[config.mk]
export PLATFORM = sky130hd
export DESIGN_NAME = ida_core
export DESIGN_NICKNAME = d
export VERILOG_FILES = /design/src/ida_pointer.v /design/src/ida_core.v
export VERILOG_INCLUDE_DIRS = /design/src /design/src/pkg
export SDC_FILE = /design/constraint.sdc
export NUM_CORES = 1
export LEC_CHECK = 0
export ABC_AREA = 1
export BUFFER_PORTS_ARGS = -buffer_cell sky130_fd_sc_hd__buf_2
export CORE_MARGIN = 4
export CORE_UTILIZATION = 55
export CTS_BUF_LIST = sky130_fd_sc_hd__clkbuf_2 sky130_fd_sc_hd__clkbuf_4 sky130_fd_sc_hd__clkbuf_8
export DETAILED_ROUTE_END_ITERATION = 10
export GPL_TIMING_DRIVEN = 0
export PLACE_DENSITY = 0.89
export RECOVER_POWER = 25
export SETUP_SLACK_MARGIN = 0.4
export SLEW_MARGIN = 40
export SYNTH_ARGS = -nofsm -noshare
export SYNTH_HDL_FRONTEND = slang
export SYNTH_SLANG_ARGS = --single-unit
[constraint.sdc]
create_clock -name mclk -period 1.9 [get_ports mclk]
set_input_delay 0.095 -clock mclk [delete_from_list [all_inputs] [get_ports mclk]]
set_output_delay 0.095 -clock mclk [all_outputs]
set_load 0.02 [all_outputs]
[src/pkg/ida_defines.vh]
// constants for the indirect data addressing block
`ifndef IDA_DEFINES_VH
`define IDA_DEFINES_VH
`define IDA_AW 12
`define IDA_DW 8
`define IDA_PHI_MASK 8'h0f
// special register addresses of pointers and virtual operands
`define IDA_PTR0_LO 12'hfe9
`define IDA_PTR0_HI 12'hfea
`define IDA_PTR1_LO 12'hfe1
`define IDA_PTR1_HI 12'hfe2
`define IDA_PTR2_LO 12'hfd9
`define IDA_PTR2_HI 12'hfda
`define IDA_IND0_BASE 12'hfeb
`define IDA_IND1_BASE 12'hfe3
`define IDA_IND2_BASE 12'hfdb
// virtual operand kinds, offset from base
`define IDA_K_PLAIN 3'h4
`define IDA_K_POST_DECREMENT_OPERAND 3'h1
`define IDA_K_POST_INCREMENT_OPERAND 3'h2
`define IDA_K_PRE_INCREMENT_OPERAND 3'h3
`define IDA_K_WORKING_OFFSET_OPERAND 3'h0
`define IDA_ACC_SPLIT 8'h60
`define IDA_ACC_HI_PAGE 4'hf
`define IDA_ACC_LO_PAGE 4'h0
`define IDA_ONE 12'h001
`endif

[src/ida_pointer.v]
// one pointer pair with auto-modify and direct byte access
`include "ida_defines.vh"
module ida_pointer #(
  parameter [11:0] LO_ADDR = 12'h000,
  parameter [11:0] HI_ADDR = 12'h001,
  parameter [11:0] IND_BASE = 12'h002
) (
  input wire mclk,
  input wire rst,
  input wire ce,
  input wire [11:0] addr,
  input wire acc_go,
  input wire wr_go,
  input wire [7:0] wdata,
  input wire [7:0] wreg,
  output wire hit_virt,
  output reg [11:0] eff_addr,
  output wire [11:0] ptr,
  output wire hit_reg,
  output wire [7:0] reg_rdata
);
  reg [11:0] ptr_r;
  reg [11:0] ptr_nxt;
  wire [11:0] diff;
  wire sel_lo;
  wire sel_hi;
  assign diff = addr - IND_BASE;
  assign hit_virt = (addr >= IND_BASE) && (diff <= {9'h000, `IDA_K_PLAIN});
  assign ptr = ptr_r;
  assign sel_lo = (addr == LO_ADDR);
  assign sel_hi = (addr == HI_ADDR);
  assign hit_reg = sel_lo | sel_hi;
  assign reg_rdata = sel_hi ? {4'h0, ptr_r[11:8]} : ptr_r[7:0];
  always @* begin
    eff_addr = ptr_r;
    ptr_nxt = ptr_r;
    if (hit_virt) begin
      case (diff[2:0])
        `IDA_K_PRE_INCREMENT_OPERAND: begin
          eff_addr = ptr_r + `IDA_ONE;
          ptr_nxt = ptr_r + `IDA_ONE;
        end
        `IDA_K_POST_INCREMENT_OPERAND: ptr_nxt = ptr_r + `IDA_ONE;
        `IDA_K_POST_DECREMENT_OPERAND: ptr_nxt = ptr_r - `IDA_ONE;
        `IDA_K_WORKING_OFFSET_OPERAND: eff_addr = ptr_r + {4'h0, wreg};
        default: ptr_nxt = ptr_r;
      endcase
    end
  end
  always @(posedge mclk) begin
    if (rst) begin
      ptr_r <= 12'h000;
    end else if (ce) begin
      if (wr_go && sel_lo) begin
        ptr_r <= {ptr_r[11:8], wdata};
      end else if (wr_go && sel_hi) begin
        ptr_r <= {wdata[3:0], ptr_r[7:0]};
      end else if (acc_go && hit_virt) begin
        ptr_r <= ptr_nxt;
      end
    end
  end
endmodule // ida_pointer

[src/ida_core.v]
// data memory operand addressing with three pointer pairs
//
// Notes on behaviour
// - three 12-bit pointers, high nibble unused
// - indirect operand reads memory at its pointer
// - indirect access ignores bank select register
// - indirect operand reached with access bit zero, or with access bit one and bank select register 15
// - auto-modify operands: post_increment_operand, post_decrement_operand, pre_increment_operand; offset adds working register, pointer unchanged
// - pointers readable and writable as special registers
// - access bit zero selects access bank
// - full-address move ignores bank select register
// - destination bit picks source or working register
// - implicit destination fixed by the instruction
`include "ida_defines.vh"
module ida_core (
  input wire mclk,
  input wire rst,
  input wire ce,
  // -------------------------------------------------------------------------
  // instruction side
  // -------------------------------------------------------------------------
  input wire op_valid,
  input wire op_full,
  input wire [11:0] op_full_addr,
  input wire [7:0] op_file,
  input wire op_access,
  input wire op_has_dest,
  input wire op_dest,
  input wire op_impl_to_w,
  input wire op_rd,
  input wire op_wr,
  input wire [7:0] op_wdata,
  input wire [3:0] bank_select_register,
  input wire [7:0] wreg,
  // -------------------------------------------------------------------------
  // data memory side
  // -------------------------------------------------------------------------
  input wire [7:0] mem_rdata,
  output reg [11:0] mem_addr_r,
  output reg mem_rd_r,
  output reg mem_wr_r,
  output reg [7:0] mem_wdata_r,
  output reg [7:0] op_rdata_r,
  output reg op_rdata_valid_r,
  output reg res_to_w_r,
  output reg res_to_file_r,
  output reg [11:0] res_addr_r
);
  // -------------------------------------------------------------------------
  // address formation
  // -------------------------------------------------------------------------
  reg [11:0] raw_addr;
  wire go;
  wire wr_go;
  wire [2:0] hv;
  wire [2:0] hr;
  wire [11:0] ea0;
  wire [11:0] ea1;
  wire [11:0] ea2;
  wire [7:0] rr0;
  wire [7:0] rr1;
  wire [7:0] rr2;
  reg [11:0] fin_addr;
  reg ptr_reg_hit;
  reg [7:0] ptr_reg_data;
  reg to_w;
  reg to_file;
  assign go = op_valid & (op_rd | op_wr);
  always @* begin
    if (op_full) begin
      raw_addr = op_full_addr;
    end else if (!op_access) begin
      if (op_file >= `IDA_ACC_SPLIT) begin
        raw_addr = {`IDA_ACC_HI_PAGE, op_file};
      end else begin
        raw_addr = {`IDA_ACC_LO_PAGE, op_file};
      end
    end else begin
      raw_addr = {bank_select_register, op_file};
    end
  end
  assign wr_go = go & op_wr & ~(|hv);
  ida_pointer #(
    .LO_ADDR(`IDA_PTR0_LO),
    .HI_ADDR(`IDA_PTR0_HI),
    .IND_BASE(`IDA_IND0_BASE)
  ) u_ptr0 (
    .mclk(mclk),
    .rst(rst),
    .ce(ce),
    .addr(raw_addr),
    .acc_go(go),
    .wr_go(wr_go),
    .wdata(op_wdata),
    .wreg(wreg),
    .hit_virt(hv[0]),
    .eff_addr(ea0),
    .ptr(),
    .hit_reg(hr[0]),
    .reg_rdata(rr0)
  );
  ida_pointer #(
    .LO_ADDR(`IDA_PTR1_LO),
    .HI_ADDR(`IDA_PTR1_HI),
    .IND_BASE(`IDA_IND1_BASE)
  ) u_ptr1 (
    .mclk(mclk),
    .rst(rst),
    .ce(ce),
    .addr(raw_addr),
    .acc_go(go),
    .wr_go(wr_go),
    .wdata(op_wdata),
    .wreg(wreg),
    .hit_virt(hv[1]),
    .eff_addr(ea1),
    .ptr(),
    .hit_reg(hr[1]),
    .reg_rdata(rr1)
  );
  ida_pointer #(
    .LO_ADDR(`IDA_PTR2_LO),
    .HI_ADDR(`IDA_PTR2_HI),
    .IND_BASE(`IDA_IND2_BASE)
  ) u_ptr2 (
    .mclk(mclk),
    .rst(rst),
    .ce(ce),
    .addr(raw_addr),
    .acc_go(go),
    .wr_go(wr_go),
    .wdata(op_wdata),
    .wreg(wreg),
    .hit_virt(hv[2]),
    .eff_addr(ea2),
    .ptr(),
    .hit_reg(hr[2]),
    .reg_rdata(rr2)
  );
  // -------------------------------------------------------------------------
  // final address
  // -------------------------------------------------------------------------
  // a virtual operand replaces the decoded address by its pointer's target
  always @* begin
    fin_addr = raw_addr;
    if (hv[0]) begin
      fin_addr = ea0;
    end else if (hv[1]) begin
      fin_addr = ea1;
    end else if (hv[2]) begin
      fin_addr = ea2;
    end
  end
  // -------------------------------------------------------------------------
  // pointer register read data
  // -------------------------------------------------------------------------
  // high bytes read back with the unused nibble at zero
  always @* begin
    ptr_reg_hit = |hr;
    if (hr[0]) begin
      ptr_reg_data = rr0;
    end else if (hr[1]) begin
      ptr_reg_data = rr1;
    end else begin
      ptr_reg_data = rr2;
    end
  end
  // -------------------------------------------------------------------------
  // result destination
  // -------------------------------------------------------------------------
  // the destination bit, where present, wins over the implicit destination
  always @* begin
    if (op_has_dest) begin
      to_w = ~op_dest;
      to_file = op_dest;
    end else begin
      to_w = op_impl_to_w;
      to_file = ~op_impl_to_w;
    end
  end
  // -------------------------------------------------------------------------
  // request classification
  // -------------------------------------------------------------------------
  // a pointer register hit never reaches memory; virtual operands always do
  // a write to a virtual operand stores its data in memory, not in the pointer; auto-modify still steps the pointer
  wire virt_any;
  wire take_ptr;
  wire take_mem;
  assign virt_any = |hv;
  assign take_ptr = go & ptr_reg_hit & ~virt_any;
  assign take_mem = go & ~take_ptr;
  // -------------------------------------------------------------------------
  // next memory request
  // -------------------------------------------------------------------------
  reg [11:0] mem_addr_nxt;
  reg mem_rd_nxt;
  reg mem_wr_nxt;
  reg [7:0] mem_wdata_nxt;
  // address and data hold until the next request; strobes pulse once
  always @* begin
    mem_addr_nxt = mem_addr_r;
    mem_wdata_nxt = mem_wdata_r;
    mem_rd_nxt = 1'b0;
    mem_wr_nxt = 1'b0;
    if (go) begin
      mem_addr_nxt = fin_addr;
      mem_wdata_nxt = op_wdata;
    end
    if (take_mem) begin
      mem_rd_nxt = op_rd;
      mem_wr_nxt = op_wr;
    end
  end
  // -------------------------------------------------------------------------
  // next result destination
  // -------------------------------------------------------------------------
  reg res_to_w_nxt;
  reg res_to_file_nxt;
  reg [11:0] res_addr_nxt;
  // destination flags pulse in the cycle after each operand
  always @* begin
    res_to_w_nxt = 1'b0;
    res_to_file_nxt = 1'b0;
    res_addr_nxt = res_addr_r;
    if (op_valid) begin
      res_to_w_nxt = to_w;
      res_to_file_nxt = to_file;
      res_addr_nxt = fin_addr;
    end
  end
  // -------------------------------------------------------------------------
  // next read return
  // -------------------------------------------------------------------------
  // pointer register reads wait one extra cycle so that they land in the
  // same slot as memory reads; back to back requests then never collide
  reg ptr_rd_pend_r;
  reg ptr_rd_pend_nxt;
  reg [7:0] ptr_rd_data_r;
  reg [7:0] ptr_rd_data_nxt;
  reg [7:0] op_rdata_nxt;
  reg op_rdata_valid_nxt;
  always @* begin
    ptr_rd_pend_nxt = take_ptr & op_rd;
    ptr_rd_data_nxt = ptr_rd_data_r;
    if (take_ptr) begin
      ptr_rd_data_nxt = ptr_reg_data;
    end
    op_rdata_nxt = op_rdata_r;
    op_rdata_valid_nxt = 1'b0;
    // one request per cycle, so both sources never answer together
    if (mem_rd_r) begin
      op_rdata_nxt = mem_rdata;
      op_rdata_valid_nxt = 1'b1;
    end else if (ptr_rd_pend_r) begin
      op_rdata_nxt = ptr_rd_data_r;
      op_rdata_valid_nxt = 1'b1;
    end
  end
  // -------------------------------------------------------------------------
  // registered memory request
  // -------------------------------------------------------------------------
  // ce low freezes the request, strobes included
  always @(posedge mclk) begin
    if (rst) begin
      mem_addr_r <= 12'h000;
      mem_rd_r <= 1'b0;
      mem_wr_r <= 1'b0;
      mem_wdata_r <= 8'h00;
    end else if (ce) begin
      mem_addr_r <= mem_addr_nxt;
      mem_rd_r <= mem_rd_nxt;
      mem_wr_r <= mem_wr_nxt;
      mem_wdata_r <= mem_wdata_nxt;
    end
  end
  // -------------------------------------------------------------------------
  // registered result destination
  // -------------------------------------------------------------------------
  always @(posedge mclk) begin
    if (rst) begin
      res_to_w_r <= 1'b0;
      res_to_file_r <= 1'b0;
      res_addr_r <= 12'h000;
    end else if (ce) begin
      res_to_w_r <= res_to_w_nxt;
      res_to_file_r <= res_to_file_nxt;
      res_addr_r <= res_addr_nxt;
    end
  end
  // -------------------------------------------------------------------------
  // registered read return
  // -------------------------------------------------------------------------
  always @(posedge mclk) begin
    if (rst) begin
      ptr_rd_pend_r <= 1'b0;
      ptr_rd_data_r <= 8'h00;
      op_rdata_r <= 8'h00;
      op_rdata_valid_r <= 1'b0;
    end else if (ce) begin
      ptr_rd_pend_r <= ptr_rd_pend_nxt;
      ptr_rd_data_r <= ptr_rd_data_nxt;
      op_rdata_r <= op_rdata_nxt;
      op_rdata_valid_r <= op_rdata_valid_nxt;
    end
  end
endmodule // ida_core

==> results by group, run 1 <==
Yosys
  – Proportion of netlist area held by the largest area contributor: ~22%
  – Ys flop type: sky130_fd_sc_hd__dfxtp_1
  – Instance count of the mapped netlist: 1,550
  – FFs w/ async S/R, synth: 0%
  – Area of the mapped netlist: around 0.0087 mm^2
  – Post-synth EDFFs: 0
  – Largest cells by area after synthesis: sky130_fd_sc_hd__nand2_1, sky130_fd_sc_hd__dfxtp_1, sky130_fd_sc_hd__nor2_1
  – Average size of a mapped cell: around 5.6 um^2
  – Most used standard cells in the synthesized netlist: sky130_fd_sc_hd__nand2_1, sky130_fd_sc_hd__nor2_1, sky130_fd_sc_hd__inv_1
  – Top cell type by total area after synthesis: sky130_fd_sc_hd__nand2_1
  – Most numerous cell in the Yosys netlist: sky130_fd_sc_hd__nand2_1
  – Post-synthesis net count: 1,642
  – Unique cell type count in the Yosys netlist: slightly above 40
  – Proportion of synthesized chip area in sequential cells: between 20 and 25%
  – Number of warnings issued by yosys: 0
  – Number of synthesized register bits: 90

Global routing
  – Pin count of the biggest net entering global routing: 20
  – Remaining Overflow, GRT: 4
  – GRT Util Overall: between 60 and 70%

Floorplan
  – Height of the die: ~130 um
  – Number of top-level design ports: ~100
  – Site Rows: 45
  – Die Span X: between 100 and 150 um
  – Initial standard-cell utilization of the core: 56.70%

Clock tree
  – CTS H-tree lvls: 3
  – Clock buffer depth: 2
  – Buffer cell driving the clock tree root: sky130_fd_sc_hd__clkbuf_8
  – Clock sinks: 90
  – Number of CTS-inserted buffers: 9

Run status
  – First error: [ERROR GRT-0232] Routing congestion too high. Check the congestion heatmap in the GUI.
  – Last flow stage reached: 5_1_grt
  – Status: stopped before the end

Timing
  – Worst endpoint kind after the last repair: register input
  – Grt repair worst endpoint: res_addr_r[10]$_SDFFE_PP0P_/D

Placement
  – Routability congestion estimate from global placement: ~1.0
  – Port Buf Inserts: 101
  – DPL Wire Length: about 28,000 um
## routing by layer
| layer | global-route usage, % | overflow |
|---|---|---|
| met1 | 69.75 | 0 |
| met2 | 85.95 | 1 |
| met3 | 58.08 | 0 |
| met4 | 64.69 | 3 |
| met5 | 28.61 | 0 |
## per-stage QoR
step	util [%]	setup TNS (ns)	std cells	setup slack (ns)	instance area, um^2
CTS	81.32	-2.624	2002	-0.2065	12450
detailed placement	65.02	-35.11	1862	-0.8665	9958
global placement	65.02	-34.27	1862	-0.8548	9958
floorplan	-	0	1550	0.09771	9189
## timing repair
action,4_1_cts
endpoints found under the hold margin,8
pin swaps,153
gates resized for setup,367
cloned,9
buffers inserted,108
hold buffers,7
endpoints found under the setup margin,79
## logic make-up after synthesis
family          share of synthesized area, %
compound gates                         14.86
xor+xnor                               3.934
buf+inv                                9.870
simple gates                           45.58
flops                                  20.75
fa+ha+maj                              5.014
==> run 2: changes to the inputs <==
--- a/config.mk
+++ b/config.mk
@@ -9,13 +9,11 @@
 export ABC_AREA = 1
 export BUFFER_PORTS_ARGS = -buffer_cell sky130_fd_sc_hd__buf_2
 export CORE_MARGIN = 4
-export CORE_UTILIZATION = 55
-export CTS_BUF_LIST = sky130_fd_sc_hd__clkbuf_2 sky130_fd_sc_hd__clkbuf_4 sky130_fd_sc_hd__clkbuf_8
+export CORE_UTILIZATION = 40
 export DETAILED_ROUTE_END_ITERATION = 10
 export GPL_TIMING_DRIVEN = 0
-export PLACE_DENSITY = 0.89
+export PLACE_DENSITY_LB_ADDON = 0.15
 export RECOVER_POWER = 25
-export SETUP_SLACK_MARGIN = 0.4
 export SLEW_MARGIN = 40
 export SYNTH_ARGS = -nofsm -noshare
 export SYNTH_HDL_FRONTEND = slang
==> constraint.sdc (replaced) <==
create_clock -name mclk -period 2.5 [get_ports mclk]
set_input_delay 0.125 -clock mclk [delete_from_list [all_inputs] [get_ports mclk]]
set_output_delay 0.125 -clock mclk [all_outputs]
set_load 0.02 [all_outputs]
==> run 2 against run 1 <==
  * The run now ends clean
  * Synthesized cell count stayed put
  * Area after synthesis unchanged
==> results by group, run 2 <==
Yosys
  – Number of synthesized register bits: 90
  – Post-synth EDFFs: 0
  – Post-synthesis net count: 1,642
  – Area of the mapped netlist: 0.008683 mm^2
  – Proportion of synthesized chip area in sequential cells: 20.75%
  – Unique cell type count in the Yosys netlist: 41
  – FFs w/ async S/R, synth: 0%
  – Instance count of the mapped netlist: 1,550
  – Number of warnings issued by yosys: 0
  – Most numerous cell in the Yosys netlist: sky130_fd_sc_hd__nand2_1
  – Proportion of netlist area held by the largest area contributor: between 20% and 30%
  – Largest cells by area after synthesis: sky130_fd_sc_hd__nand2_1, sky130_fd_sc_hd__dfxtp_1, sky130_fd_sc_hd__nor2_1
  – Top cell type by total area after synthesis: sky130_fd_sc_hd__nand2_1
  – Average size of a mapped cell: approximately 5.6 um^2
  – Ys flop type: sky130_fd_sc_hd__dfxtp_1
  – Most used standard cells in the synthesized netlist: sky130_fd_sc_hd__nand2_1, sky130_fd_sc_hd__nor2_1, sky130_fd_sc_hd__inv_1

Clock tree
  – Clock buffer depth: 2
  – Number of CTS-inserted buffers: 9
  – Count of buffers added by post-CTS timing repair for setup: 0
  – Clock sinks: 90
  – Buffer cell driving the clock tree root: sky130_fd_sc_hd__clkbuf_16
  – Clock latency on the worst-skew pair: approximately 0.36 ns
  – Clk pin slew, worst setup/hold paths: approximately 0.070 ns
  – CTS H-tree lvls: 3
  – TritonCTS clock tree: built

Timing
  – Setup repair after global routing missed its margin: yes
  – Hold Fails Final Rpt: 0
  – Worst-Margin Slew: ~0.84 ns
  – Final number of max-transition violations: 0
  – Worst Skew: ~0.016 ns
  – Highest attainable clock frequency: 408.8 MHz
  – Time the final worst path needs with I/O delays and setup: 2.446 ns
  – Final setup violation count: 0
  – Aggregate negative setup slack: 0 ns
  – Post-route clock period utilization: 97.84%
  – Max transition margin: approximately 44%

Floorplan
  – Core area: about 0.021 mm^2
  – Site Rows: 53
  – Die Span X: 155.3 um
  – Die area: roughly 0.024 mm^2
  – Number of top-level design ports: roughly 100
  – Initial standard-cell utilization of the core: between 40 and 50%
  – Height of the die: ~160 um

Detailed routing
  – Antenna Nets Post-Route: 0
  – Total Wirelength: 37,080 um
  – Iteration-0 DRC Markers: between 1,000 and 1,500
  – Number of remaining DRC errors: 0
  – Vias after detailed routing: between 10,000 and 15,000
  – Vias per inst: 5.505
  – Wire length per cell: between 15 and 20 um
  – DRT Pass-1 Iters: 5

Placement
  – DPL Wire Length: 29,010 um
  – Routability congestion estimate from global placement: approximately 1.0
  – Area after DPL: around 0.0095 mm^2
  – Port Buf Inserts: roughly 100

Hold path
  – End of the worst hold path: ptr_rd_pend_r$_SDFFE_PP0P_
  – Min-Delay Path Class: in -> reg
  – Cell count of the worst hold path: 3
  – Hold_sp: op_rd

Critical path
  – Data arrival time of the critical path: about 2.7 ns
  – Register-to-Register Path Depth: 9
  – Data required, critical path: around 2.7 ns
  – Highest net fanout along the worst path: 10
  – Reg-to-reg setup timing slack: ~0.10 ns
  – Category of the worst setup path launch point: primary input
  – RR Endpoint: res_addr_r[3]$_SDFFE_PP0P_
  – Worst setup path class: in -> reg
  – FF-to-FF Start: u_ptr2.ptr[2]$_SDFFE_PP0P_
  – Critical Path Sink Type: register

Power
  – Cell internal pwr: roughly 2.5 mW
  – Net Sw Frac: approximately 34%
  – Power share of the combinational group: approximately a fifth
  – Total power per unit cell area: 375.6 mW/mm^2
  – Leakage component of the power: about 5 nW
  – IR drop worst, VDD: approximately 330 uV
  – Total Power: about 3.7 mW
  – Clock Power Share: between 40% and 50%
  – Sw Pwr: roughly 1.3 mW
  – Sequential Power Share: 40.2%

Cells and area
  – Commonest cells after routing, fill and taps aside: sky130_fd_sc_hd__nand2_1, sky130_fd_sc_hd__nor2_1, sky130_fd_sc_hd__inv_1, sky130_fd_sc_hd__nand3_1, sky130_fd_sc_hd__o21ai_0
  – Number of inserted filler cells in the final layout: about 2,400
  – Most common cell after layout, fill and taps aside: sky130_fd_sc_hd__nand2_1
  – Number of nets in the finished design: around 1,800
  – Fin area: 0.009876 mm^2
  – Proportion of layout cells with a drive suffix above 1: between 10% and 20%
  – Ant diodes: 0
  – Layout-stage area growth over the synthesis result: 13.73%

Job
  – Max Cap Viol: 0

Global routing
  – Via count of the first global-routing pass: 9,724
  – Pin count of the biggest net entering global routing: 17
  – Remaining Overflow, GRT: 0
  – First-pass GRT wire length: ~56,000 um
  – GRT Util Overall: 29.90%
  – Initial antenna violation count: 0

Run status
  – Status: finished clean
[run 2: cell counts after synthesis]
No cell type changed its count.
[run 2: logic make-up (layout without fill, tap and decap cells)]
kind of cell / Yosys count / after routing / share of synthesized area [%]
XOR/XNOR: 39 / 39 / 3.934
flip-flops: 90 / 90 / 20.75
AND/OR/NAND/NOR: 938 / 938 / 45.58
adder cells (fa/ha/maj): 33 / 33 / 5.014
buffers and inverters: 212 / 328 / 9.870
AO/OA/AOI/OAI: 238 / 238 / 14.86
[run 2: area by class of cell]
type | instances | area [um^2] | share of cell area [%]
Buffer | 63 | 305.3 | 3.091
Clock inverter | 6 | 75.07 | 0.7602
Sequential cell | 90 | 1809 | 18.32
Inverter | 149 | 563.0 | 5.701
Tap cell | 275 | 344.1 | 3.484
Multi-Input combinational cell | 1248 | 6087 | 61.64
Timing Repair Buffer | 101 | 466.7 | 4.726
Clock buffer | 9 | 225.2 | 2.281
[run 2: worst max path at each step]
stage | endpoint | start | slack (ns)
final | res_addr_r[3]$_SDFFE_PP0P_ | op_full | 0.05
after global routing | mem_addr_r[4]$_SDFFE_PP0P_ | op_full | -0.006
after CTS | mem_addr_r[4]$_SDFFE_PP0P_ | u_ptr2.ptr[0]$_SDFFE_PP0P_ | 0.01
after detailed placement | mem_addr_r[4]$_SDFFE_PP0P_ | op_full | -0.67
after global placement | mem_addr_r[4]$_SDFFE_PP0P_ | op_full | -0.69
after floorplan | mem_addr_r[2]$_SDFFE_PP0P_ | u_ptr2.ptr[0]$_SDFFE_PP0P_ | 0.60
[run 2: metrics by stage]
step / std cells / hold WS, ns / utilization (%) / setup WS, ns
3_3_place_gp: 1926 / 0.4094 / 45.06 / -0.6933
5_1_grt: 1941 / 0.06206 / 46.68 / -0.006193
6_report: 1941 / 0.03622 / 46.68 / 0.05395
3_5_place_dp: 1926 / 0.4036 / 45.07 / -0.6720
4_1_cts: 1941 / 0.03078 / 46.61 / 0.01310
2_1_floorplan: 1550 / 0.2599 / - / 0.5999
[run 2: timing repair]
item	CTS	global route
endpoints found under the setup margin	21	28
gates resized for setup	12	24
hold endpoints to repair	0	0
gates cloned	0	0
hold buffers	0	0
[run 2: layer usage]
metal | GRT usage (%) | routed length, um
met1 | 41.12 | 16400
met2 | 45.03 | 15500
met3 | 6.704 | 3464
met4 | 12.09 | 1637
met5 | 2.484 | 76
[run 2: worst max-delay path: stages]
cell and delay [ns]:
sky130_fd_sc_hd__buf_2 0.12, sky130_fd_sc_hd__buf_4 0.16, sky130_fd_sc_hd__o21ai_2 0.30, sky130_fd_sc_hd__inv_1 0.21, sky130_fd_sc_hd__nand2_1 0.20, sky130_fd_sc_hd__clkbuf_1 0.66
sky130_fd_sc_hd__o211ai_1 0.30, sky130_fd_sc_hd__o21ai_2 0.27, sky130_fd_sc_hd__nand2_1 0.10, sky130_fd_sc_hd__nand2_1 0.14, sky130_fd_sc_hd__a21oi_1 0.09
[run 2: power groups by stage]
stage | Sequential (mW) | Clock (mW) | Combinational (mW)
after floorplan | 1.57 | 0 | 0.360
after global placement | 1.52 | 0 | 0.712
after detailed placement | 1.52 | 0 | 0.711
after CTS | 1.49 | 1.51 | 0.717
after global routing | 1.50 | 1.54 | 0.790
final | 1.49 | 1.49 | 0.731
Power figures use the tool's default switching activity.
